[src/shared/baud_regs.svh]
`ifndef BAUD_REGS_SVH
`define BAUD_REGS_SVH

// ====================================================================
// register byte offsets
`define OFS_BAUD_CONTROL   8'h00
`define OFS_DIVISOR_LOW    8'h04
`define OFS_DIVISOR_HIGH   8'h08
`define OFS_MODE_CONTROL   8'h0c
`define OFS_TIMER_COUNT    8'h10

// ====================================================================
// baud_control fields
`define BC_AUTOBAUD_OVF    7
`define BC_RX_IDLE         6
`define BC_CLK_POLARITY    4
`define BC_WIDE_DIVIDER    3
`define BC_WAKEUP_EN       1
`define BC_AUTOBAUD_EN     0
`define BC_RW_MASK         8'h1b

// ====================================================================
// mode_control fields
`define MC_SYNC_SELECT     0
`define MC_HIGH_SPEED      1
`define MC_RW_MASK         8'h03

// ====================================================================
// reset values
`define RST_BAUD_CONTROL   8'h00
`define RST_DIVISOR        8'h00
`define RST_MODE_CONTROL   8'h00

// ====================================================================
// per-bit multipliers, stored as last prescaler count (multiplier - 1)
`define PRESC_LAST_64      6'h3f
`define PRESC_LAST_16      6'h0f
`define PRESC_LAST_4       6'h03

// ====================================================================
// bus responses
`define RESP_OKAY          2'h0
`define RESP_SLVERR        2'h2

`endif
[src/shared/baud_pkg.sv]
package baud_pkg;

    // ================================================================
    // axi4-lite carriers
    typedef struct packed {
        logic        awvalid;
        logic [7:0]  awaddr;
        logic        wvalid;
        logic [31:0] wdata;
        logic [3:0]  wstrb;
        logic        bready;
        logic        arvalid;
        logic [7:0]  araddr;
        logic        rready;
    } axil_req_t;

    typedef struct packed {
        logic        awready;
        logic        wready;
        logic        bvalid;
        logic [1:0]  bresp;
        logic        arready;
        logic        rvalid;
        logic [31:0] rdata;
        logic [1:0]  rresp;
    } axil_rsp_t;

    // ================================================================
    // register selection
    typedef enum {
        SEL_CONTROL,
        SEL_DIV_LOW,
        SEL_DIV_HIGH,
        SEL_MODE,
        SEL_COUNT,
        SEL_NONE
    } reg_sel_t;

endpackage : baud_pkg

[src/core/serial_baud_rate_generator.sv]
// Operation
// - divider is 8-bit after reset, 16-bit when wide_divider_select set
// - one divider times both asynchronous and synchronous operation
// - divider runs freely, period from high and low divisor bytes
// - async multiplier chosen by high_speed_select and wide_divider_select
// - synchronous mode ignores high_speed_select
// - writing either divisor byte clears the divider at once
// - rates: 8-bit slow async 64(n+1), 16-bit slow async 16(n+1), 16-bit fast async and sync 4(n+1)
//
// Our own choices: the AXI4-Lite slave port and the placing of the registers.
`include "baud_regs.svh"

module serial_baud_rate_generator
    import baud_pkg::*;
#(
    parameter int ADDR_W = 8
) (
    input  wire logic      aclk,
    input  wire logic      aresetn,
    input  wire axil_req_t axil_req,
    output axil_rsp_t      axil_rsp,
    input  wire logic      receiver_idle_flag,
    input  wire logic      autobaud_overflow_flag,
    output logic           baud_tick,
    output logic           sync_mode,
    output logic           clock_polarity_select,
    output logic           wakeup_enable,
    output logic           autobaud_enable
);

    if (ADDR_W != 8) begin : g_check
        $error("serial_baud_rate_generator: ADDR_W must be 8");
    end

    // ================================================================
    // address decode, shared by write and read paths
    function automatic reg_sel_t decode(input logic [7:0] addr);
        if (addr == `OFS_BAUD_CONTROL) begin
            return SEL_CONTROL;
        end else if (addr == `OFS_DIVISOR_LOW) begin
            return SEL_DIV_LOW;
        end else if (addr == `OFS_DIVISOR_HIGH) begin
            return SEL_DIV_HIGH;
        end else if (addr == `OFS_MODE_CONTROL) begin
            return SEL_MODE;
        end else if (addr == `OFS_TIMER_COUNT) begin
            return SEL_COUNT;
        end else begin
            return SEL_NONE;
        end
    endfunction : decode

    // ================================================================
    // prescaler length: the per-bit multiplier minus one
    function automatic logic [5:0] presc_last(input logic sync,
                                              input logic high,
                                              input logic wide);
        if (sync) begin
            return `PRESC_LAST_4;
        end else if (!wide && !high) begin
            return `PRESC_LAST_64;
        end else if (wide && high) begin
            return `PRESC_LAST_4;
        end else begin
            return `PRESC_LAST_16;
        end
    endfunction : presc_last

    // ================================================================
    // register and bus state
    logic [7:0]  control_r, control_nxt;
    logic [7:0]  div_low_r, div_low_nxt;
    logic [7:0]  div_high_r, div_high_nxt;
    logic [7:0]  mode_r, mode_nxt;
    logic        aw_held_r, aw_held_nxt;
    logic [7:0]  aw_addr_r, aw_addr_nxt;
    logic        w_held_r, w_held_nxt;
    logic [7:0]  w_data_r, w_data_nxt;
    logic        w_lane_r, w_lane_nxt;
    axil_rsp_t   rsp_r, rsp_nxt;
    logic        div_write;

    // timer state
    logic [5:0]  presc_r, presc_nxt;
    logic [15:0] count_r, count_nxt;
    logic        tick_r, tick_nxt;
    logic [15:0] divisor;
    logic [5:0]  last_presc;

    assign divisor    = control_r[`BC_WIDE_DIVIDER] ?
                        {div_high_r, div_low_r} :
                        {8'h00, div_low_r};
    assign last_presc = presc_last(mode_r[`MC_SYNC_SELECT],
                                   mode_r[`MC_HIGH_SPEED],
                                   control_r[`BC_WIDE_DIVIDER]);

    // ================================================================
    // axi4-lite slave
    always_comb begin
        reg_sel_t wsel;
        reg_sel_t rsel;
        wsel         = decode(aw_addr_r);
        rsel         = decode(axil_req.araddr);
        control_nxt  = control_r;
        div_low_nxt  = div_low_r;
        div_high_nxt = div_high_r;
        mode_nxt     = mode_r;
        aw_held_nxt  = aw_held_r;
        aw_addr_nxt  = aw_addr_r;
        w_held_nxt   = w_held_r;
        w_data_nxt   = w_data_r;
        w_lane_nxt   = w_lane_r;
        rsp_nxt      = rsp_r;
        div_write    = 1'b0;

        if (axil_req.awvalid && rsp_r.awready) begin
            aw_held_nxt = 1'b1;
            aw_addr_nxt = axil_req.awaddr;
        end
        if (axil_req.wvalid && rsp_r.wready) begin
            w_held_nxt = 1'b1;
            w_data_nxt = axil_req.wdata[7:0];
            w_lane_nxt = axil_req.wstrb[0];
        end
        if (rsp_r.bvalid && axil_req.bready) begin
            rsp_nxt.bvalid = 1'b0;
        end

        // address and data may arrive in either order
        if (aw_held_r && w_held_r && !rsp_r.bvalid) begin
            aw_held_nxt    = 1'b0;
            w_held_nxt     = 1'b0;
            rsp_nxt.bvalid = 1'b1;
            rsp_nxt.bresp  = `RESP_OKAY;
            if (wsel == SEL_NONE) begin
                rsp_nxt.bresp = `RESP_SLVERR;
            end else if (w_lane_r) begin
                if (wsel == SEL_CONTROL) begin
                    control_nxt = w_data_r & `BC_RW_MASK;
                end else if (wsel == SEL_DIV_LOW) begin
                    div_low_nxt = w_data_r;
                    div_write   = 1'b1;
                end else if (wsel == SEL_DIV_HIGH) begin
                    div_high_nxt = w_data_r;
                    div_write    = 1'b1;
                end else if (wsel == SEL_MODE) begin
                    mode_nxt = w_data_r & `MC_RW_MASK;
                end
            end
        end
        rsp_nxt.awready = !aw_held_nxt && !rsp_nxt.bvalid;
        rsp_nxt.wready  = !w_held_nxt && !rsp_nxt.bvalid;

        if (rsp_r.rvalid && axil_req.rready) begin
            rsp_nxt.rvalid = 1'b0;
        end
        if (axil_req.arvalid && rsp_r.arready) begin
            rsp_nxt.rvalid = 1'b1;
            rsp_nxt.rresp  = `RESP_OKAY;
            rsp_nxt.rdata  = 32'h0000_0000;
            if (rsp_nxt.rvalid && rsel == SEL_CONTROL) begin
                rsp_nxt.rdata[7:0] = control_r;
                rsp_nxt.rdata[`BC_AUTOBAUD_OVF] = autobaud_overflow_flag;
                // software polls this before a clock change
                rsp_nxt.rdata[`BC_RX_IDLE] = receiver_idle_flag;
            end else if (rsel == SEL_DIV_LOW) begin
                rsp_nxt.rdata[7:0] = div_low_r;
            end else if (rsel == SEL_DIV_HIGH) begin
                rsp_nxt.rdata[7:0] = div_high_r;
            end else if (rsel == SEL_MODE) begin
                rsp_nxt.rdata[7:0] = mode_r;
            end else if (rsel == SEL_COUNT) begin
                rsp_nxt.rdata[15:0] = count_r;
            end else begin
                rsp_nxt.rresp = `RESP_SLVERR;
            end
        end
        rsp_nxt.arready = !rsp_nxt.rvalid;
    end

    always_ff @(posedge aclk) begin
        if (!aresetn) begin
            control_r  <= `RST_BAUD_CONTROL;
            div_low_r  <= `RST_DIVISOR;
            div_high_r <= `RST_DIVISOR;
            mode_r     <= `RST_MODE_CONTROL;
            aw_held_r  <= 1'b0;
            aw_addr_r  <= 8'h00;
            w_held_r   <= 1'b0;
            w_data_r   <= 8'h00;
            w_lane_r   <= 1'b0;
            rsp_r      <= '0;
        end else begin
            control_r  <= control_nxt;
            div_low_r  <= div_low_nxt;
            div_high_r <= div_high_nxt;
            mode_r     <= mode_nxt;
            aw_held_r  <= aw_held_nxt;
            aw_addr_r  <= aw_addr_nxt;
            w_held_r   <= w_held_nxt;
            w_data_r   <= w_data_nxt;
            w_lane_r   <= w_lane_nxt;
            rsp_r      <= rsp_nxt;
        end
    end

    // ================================================================
    // divider timer: prescaler sets the multiplier, count sets n+1
    // mode bit changes take effect at once, mid-period, through last_presc
    always_comb begin
        presc_nxt = presc_r + 6'h01;
        count_nxt = count_r;
        tick_nxt  = 1'b0;
        if (div_write) begin
            presc_nxt = 6'h00;
            count_nxt = 16'h0000;
        end else if (presc_r >= last_presc) begin
            presc_nxt = 6'h00;
            if (count_r >= divisor) begin
                count_nxt = 16'h0000;
                tick_nxt  = 1'b1;
            end else begin
                count_nxt = count_r + 16'h0001;
            end
        end
    end

    always_ff @(posedge aclk) begin
        if (!aresetn) begin
            presc_r <= 6'h00;
            count_r <= 16'h0000;
            tick_r  <= 1'b0;
        end else begin
            presc_r <= presc_nxt;
            count_r <= count_nxt;
            tick_r  <= tick_nxt;
        end
    end

    assign axil_rsp              = rsp_r;
    assign baud_tick             = tick_r;
    assign sync_mode             = mode_r[`MC_SYNC_SELECT];
    assign clock_polarity_select = control_r[`BC_CLK_POLARITY];
    assign wakeup_enable         = control_r[`BC_WAKEUP_EN];
    assign autobaud_enable       = control_r[`BC_AUTOBAUD_EN];

endmodule : serial_baud_rate_generator

[config.mk]
export PLATFORM = sky130hd
export DESIGN_NAME = serial_baud_rate_generator
export DESIGN_NICKNAME = d
export VERILOG_FILES = /design/src/shared/baud_pkg.sv /design/src/core/serial_baud_rate_generator.sv
export VERILOG_INCLUDE_DIRS = /design/src /design/src/shared
export SDC_FILE = /design/constraint.sdc
export NUM_CORES = 1
export LEC_CHECK = 0
export BUFFER_PORTS_ARGS = -buffer_cell sky130_fd_sc_hd__buf_2
export CORE_UTILIZATION = 45
export CTS_CLUSTER_DIAMETER = 200
export DETAILED_ROUTE_END_ITERATION = 8
export PLACE_DENSITY = 0.75
export SYNTH_ARGS = -nofsm -noshare
export SYNTH_HDL_FRONTEND = slang
export SYNTH_SLANG_ARGS = --single-unit
[constraint.sdc]
create_clock -name aclk -period 7.3 [get_ports aclk]
set_clock_uncertainty 0.05 [all_clocks]
set_input_delay 0.365 -clock aclk [delete_from_list [all_inputs] [get_ports aclk]]
set_output_delay 0.365 -clock aclk [all_outputs]
set_load 0.02 [all_outputs]
==> results.yml, run 1 <==
worst_setup_path:
  start_kind: "flop"
  endpoint_kind: "flop"
  cp_max_fo: 8
  critPathArrivalTime_ns: 2.97
  cp.required_ns: 7.50
  critical_path_class: "reg2reg"
  startpoint: "aw_addr_r[6]"
  r2r-start: "aw_addr_r[6]"
clock_network:
  clk_latency_ns: 0.36
  cts_max_level: 3
  clk_path_buf_depth: 2
  cts_sinks: 87
  cts_setup_buffers: 0
  cts_tree: "built"
  clk_pin_slew_ns: 0.09
  cts_resized: 0
  root_buffer: "clkbuf_8"
  cts_hold_buf: 0
  cts_inserted_buffers: 9
final_layout:
  area_growth_pct: 11.29
  antenna_cells: 0
  drive_gt1_share_pct: 16.60
  fin_cells: 665
  fin_nets: 614
  fillers: 886
sta:
  whs_ns: 0.1976
  max_freq_mhz: 361.6
  slew_headroom_pct: 38.65
  finalMaxSlewViolations: 0
  worst_slew_pin_slew_ns: 0.9162
  hold_viol_final: 0
  setup_viol: 0
  finalCritPeriodShare_pct: 37.88
  tns_ns: 0
  timing.final.crit_period_ns: 2.765
  rsz0062_at_grt: "no"
yosys:
  yosysTopAreaCellShare_pct: 40.38
  synth_most_common_cell: "dfxtp_1"
  yosysWarningCount: 0
  synth_seq_area_share_pct: 40.38
  synth_seq_cells: 87
  synth_top_area_cell: "dfxtp_1"
  synth_edf_count: 0
  avgSynthCellArea_um2: 8.966
  synth_area_um2: 4313
  ys_top_cells_by_count: "87 x dfxtp_1, 65 x nand2_1, 35 x nor2_1"
  synth_ff_type: "dfxtp_1"
  synth-async-reset-ratio_pct: 0
  synth_cells: 481
  yosys.cell_types.count: 47
  netlist_top_cells_area: "dfxtp_1 40%, ha_1 6.4%, mux2i_1 6.3%"
pwr:
  swShare_pct: 26.79
  switchingPower_mw: 0.2384
  p_clk_share_pct: 36.4
  cellInternalPower_mw: 0.6516
  leakagePower_nw: 1.931
  power_mw: 0.8900
  p_comb_share_pct: 8.1
  vdd_ir_drop_max_mv: 0.09401
  seq_power_share_pct: 55.6
  power_density_nw_per_um2: 185.4
outcome:
  status: "complete, no violations"
floorplanning:
  die_w_um: 99.90
  io_pins: 107
  die_h_um: 99.90
  dieArea_um2: 9980
  initial_core_util_pct: 46.46
  rows: 35
  core-area_um2: 9284
placement:
  placed_cells: 649
  finalWeightedCongestion: 0.9177
  portBuffers: 61
  dp_hpwl_mm: 6.872
global_route:
  grt_start_max_net_pins: 65
  grt_busiest_layer: "met2"
  grt_pass1_vias: 3377
  antenna_found_initial: 0
  grt_usage_pct: 19.44
  use_met1_pct: 23.92
  grt_pass1_wl_mm: 15.37
  use_met2_pct: 33.00
  grt_use_met3_pct: 3.482
  grt_remaining_overflow: 0
hold_path:
  hold_path_class: "in2reg"
  hold_path.startpoint: "axil_req[11]"
route:
  viasPerCell: 5.153
  wirelength_mm: 9.129
  wl_per_cell_um: 13.73
  dr.pass1.iters: 4
  drc: 0
  vias: 3427
  final_antenna_net_count: 0
  drt-initial-drc-count: 178
run:
  cap_viol_max_count: 0
==> final timing paths <==
check / to / slack [ns] / cells after the start
worst max-delay path: div_high_r[5] / 4.53 / 5
worst min-delay path: w_lane_r / 0.20 / 3
worst max register to register: div_high_r[5] / 4.53 / 5
worst min register to register: presc_r[0] / 0.40 / 1
==> placed cells by master (no fill, tap or decap), drive strengths merged, types with 7 or more instances in the layout <==
| cell type | count |
|---|---|
| nor2b | 32 |
| nor3b | 7 |
| a21boi | 21 |
| nand3 | 13 |
| nor2 | 35 |
| clkbuf | 10 |
| nand2 | 65 |
| ha | 22 |
| inv | 13 |
| dfxtp | 87 |
| a21oi | 12 |
| conb | 18 |
| nand4 | 7 |
| nor3 | 7 |
| and3 | 7 |
| a22oi | 9 |
| buf | 61 |
| xor2 | 12 |
| mux2i | 27 |
| o21ai | 14 |
==> flip-flops by register name, indices dropped and copies added, names as in the netlist <==
name	cells
axil_rsp	23
control_r	4
aw_held_r	1
w_data_r	8
w_held_r	1
mode_r	2
count_r	16
w_lane_r	1
div_low_r	8
presc_r	6
div_high_r	8
aw_addr_r	8
baud_tick	1
==> cell families after synthesis <==
kind of cell | synth area share, %
AOI/OAI and AO/OA | 12.88
xor gates and xnor gates | 3.452
adders and majority gates | 6.382
buffers and inverters | 6.179
DFF | 40.38
muxes | 7.050
other | 0.08695
and+or+nand+nor | 23.59
==> per-layer routing <==
metal / share of wire, % / up-vias
met5: 0 / -
met1: 46 / 1577
met3: 3.2 / 19
met4: 2.5 / 0
met2: 48 / 91
li1: - / 1740
==> power groups by stage <==
stage,clock (mW),sequential [mW],combinational (mW)
floorplan,0,0.510,0.0529
global placement,0,0.505,0.0704
detailed placement,0,0.506,0.0715
CTS,0.333,0.495,0.0718
global route,0.351,0.497,0.0798
finish,0.324,0.495,0.0718
==> critical path, cell delays in order, from the launching register on <==
cell and delay (ns):
dfxtp_1 0.32, or4_4 0.54, or4_4 0.60, nor3b_2 0.79
mux2i_1 0.28, nor2b_1 0.07
==> through the flow <==
stage               instance area [um^2]  worst slack, ns  util (%)
floorplan                           4377            4.866         -
global placement                    4611            4.573     49.66
detailed placement                  4611            4.557     49.66
global route                        4800            4.360     51.70
CTS                                 4800            4.539     51.70
finish                              4800            4.535     51.70
==> cell type report <==
class / count / area [um^2] / share of cell area (%)
Clock buffer: 10 / 137.6 / 2.868
Tap cell: 129 / 161.4 / 3.363
Inverter: 9 / 33.78 / 0.7039
Multi-Input combinational cell: 363 / 2369 / 49.35
Clock inverter: 6 / 51.30 / 1.069
Sequential cell: 87 / 1742 / 36.29
Timing Repair Buffer: 61 / 305.3 / 6.361
(Power assumes the default switching activity.)
==> run 2: changes to the inputs <==
Settings changed: ABC_AREA from default to 1, PLACE_DENSITY 0.75 to 0.78.
Clock period 7.3 ns to 2.3 ns, I/O delays scaled along.
==> run 2 against run 1 <==
Clock-buffer cell count unchanged. First-iteration DRC count increased by 28%. Global-route usage increased by 1.9 points. Sequential share of layout area decreased by 2.1 points. Critical path depth increased by 7. Fmax increased by 32%. Clock power increased to 3.0 times the previous value. Die area increased by 1.6%. Routed wire length increased by 11%. Highest routed layer unchanged. Largest cell class unchanged. Final cell count increased by 22%. Sequential power increased to 3.2 times the previous value. Combinational power increased to 3.9 times the previous value. Critical endpoint is now count_r[11].
==> results.yml, run 2 <==
final_layout:
  final_util_pct: 54.55
  final_cell_mix: "107 x nand2_1, 87 x dfxtp_1, 84 x nor2_1"
  fin_cells: 813
  final_common_cell: "nand2_1"
  antenna_cells: 0
  fin_nets: 762
  final_area_um2: 5089
  multi_input_area_um2: 2178
  fillers: 837
  area_growth_pct: 16.10
  drive_gt1_share_pct: 15.50
  seq_area_um2: 1742
  largest_reg_flops: 23
floorplanning:
  rows: 35
  io_pins: 107
  die_h_um: 100.7
  core-area_um2: 9328
  initial_core_util_pct: 46.99
  die_w_um: 100.7
  dieArea_um2: 10140
sta:
  tns_ns: 0
  hold_viol_final: 0
  setup_slack_ns: 0.2121
  max_freq_mhz: 479.0
  finalCritPeriodShare_pct: 90.78
  finalMaxSlewViolations: 0
  whs_ns: 0.005683
  setup_viol: 0
  rsz0062_at_grt: "no"
  timing.final.crit_period_ns: 2.088
placement:
  pre_cts_ws_ns: 0.2397
  finalWeightedCongestion: 0.9880
  dp_hpwl_mm: 7.623
  placed_cells: 784
  portBuffers: 61
  placed_cell_area_um2: 4777
clock_network:
  cts_max_level: 3
  clk_pin_slew_ns: 0.09
  cts_sinks: 87
  clk_path_buf_depth: 2
  root_buffer: "clkbuf_8"
  cts_setup_buffers: 0
  cts_inserted_buffers: 9
  clk_latency_ns: 0.35
  cts_tree: "built"
yosys:
  avgSynthCellArea_um2: 7.305
  synth_compound_area_share_pct: 14.82
  synth_seq_cells: 87
  ys_top_cells_by_count: "107 x nand2_1, 87 x dfxtp_1, 84 x nor2_1"
  yosysWarningCount: 0
  synth_top_family_by_area: "simple AND/OR/NAND/NOR gates"
  synth_cells: 600
  synth_edf_count: 0
  yosysTopAreaCellShare_pct: 39.74
  synth.mux.area_fraction_pct: 0
  synth-async-reset-ratio_pct: 0
  synth_seq_area_share_pct: 39.74
  synth-xor-area-share_pct: 2.198
  synth_most_common_cell: "nand2_1"
  synth_area_um2: 4383
  yosys.cell_types.count: 36
  yosys.area_share.simple_pct: 24.86
  synth_ff_type: "dfxtp_1"
  synth_top_area_cell: "dfxtp_1"
  netlist_top_cells_area: "dfxtp_1 40%, nand2_1 9.2%, nor2_1 7.2%"
  synthAdderAreaFrac_pct: 6.280
outcome:
  status: "complete, no violations"
pwr:
  power_density_nw_per_um2: 557.8
  power_mw: 2.839
  leakagePower_nw: 2.229
  vdd_ir_drop_max_mv: 0.5621
global_route:
  grt_start_max_net_pins: 24
  grt_pass1_vias: 3834
  grt_pass1_wl_mm: 17.17
  grt_remaining_overflow: 0
  antenna_found_initial: 0
  grt_usage_pct: 21.37
route:
  vias: 4068
  wl_per_cell_um: 12.46
  viasPerCell: 5.004
  wirelength_mm: 10.13
  dr.pass1.iters: 5
  drc: 0
  drt-initial-drc-count: 227
  final_antenna_net_count: 0
hold_path:
  hold_path.startpoint: "receiver_idle_flag"
  hold_path_class: "in2reg"
  hold_end: "axil_rsp[8]"
  holdPathStages: 3
worst_setup_path:
  reg2reg_depth: 12
  r2r-end: "count_r[11]"
  critPathArrivalTime_ns: 2.28
  critical_path_class: "reg2reg"
  ff2ff_setup_slack_ns: 0.21
  start_kind: "flop"
  cp.required_ns: 2.50
  cp_max_fo: 15
  r2r-start: "control_r[3]"
  endpoint_kind: "flop"
run:
  cap_viol_max_count: 0
==> run 2: cell count changes after synthesis, sizes merged, moves of 16 or more <==
cell,before,now
a21oi,12,57
nor2,35,90
nand2,65,110
nand3,13,29
a211oi,2,18
inv,9,81
a21boi,21,0
nor2b,32,0
mux2i,27,0
==> run 2: cells by family after synthesis <==
family                   after synthesis
other                                  1
flip-flops                            87
buffers and inverters                117
adder cells (fa/ha/maj)               22
XOR/XNOR                              11
AO/OA/AOI/OAI                        113
AND/OR/NAND/NOR                      249
==> run 2: where the power goes <==
part	switching (mW)	total [mW]	internal [mW]
clock	0.558	0.984	0.426
combinational	0.184	0.282	0.0979
sequential	0.0239	1.57	1.55
total	0.766	2.84	2.07
==> run 2: critical path: stages (launching register included) <==
cell,delay [ns]
dfxtp_1,0.40
buf_4,0.18
nand2_1,0.07
ha_1,0.29
nand2_1,0.06
inv_1,0.07
nand3_1,0.06
nor2_1,0.19
nand3_1,0.13
nand3b_1,0.14
nand2_1,0.10
nand2_4,0.18
nor2_1,0.07
==> run 2: final cells by class <==
class	count	area share (%)
clock inverters	6	0.8606
flip-flops and latches	87	34.23
repair buffers	84	10.03
well taps	129	3.172
clock buffers	10	2.705
inverters	84	6.196
multi-input cells	413	42.81
==> run 2: what timing repair did <==
item	CTS	global route
endpoints found under the hold margin	13	0
setup endpoints to repair	0	11
hold buffers	13	0
gates resized for setup	0	1
==> run 2: layer usage <==
metal	vias up	track usage [%]	part of all wire, %
met5	-	0	0
li1	2066	-	-
met2	128	36.41	48
met1	1846	26.29	44
met4	0	9.810	2.7
met3	28	3.745	5.1
==> run 2: worst max path at each step <==
stage | cells after the start | endpoint | from
after floorplan | 13 | count_r[11] | control_r[3]
after global placement | 14 | count_r[14] | control_r[3]
after detailed placement | 14 | count_r[14] | control_r[3]
after CTS | 14 | count_r[14] | control_r[3]
after global routing | 14 | count_r[14] | control_r[3]
final | 12 | count_r[11] | control_r[3]
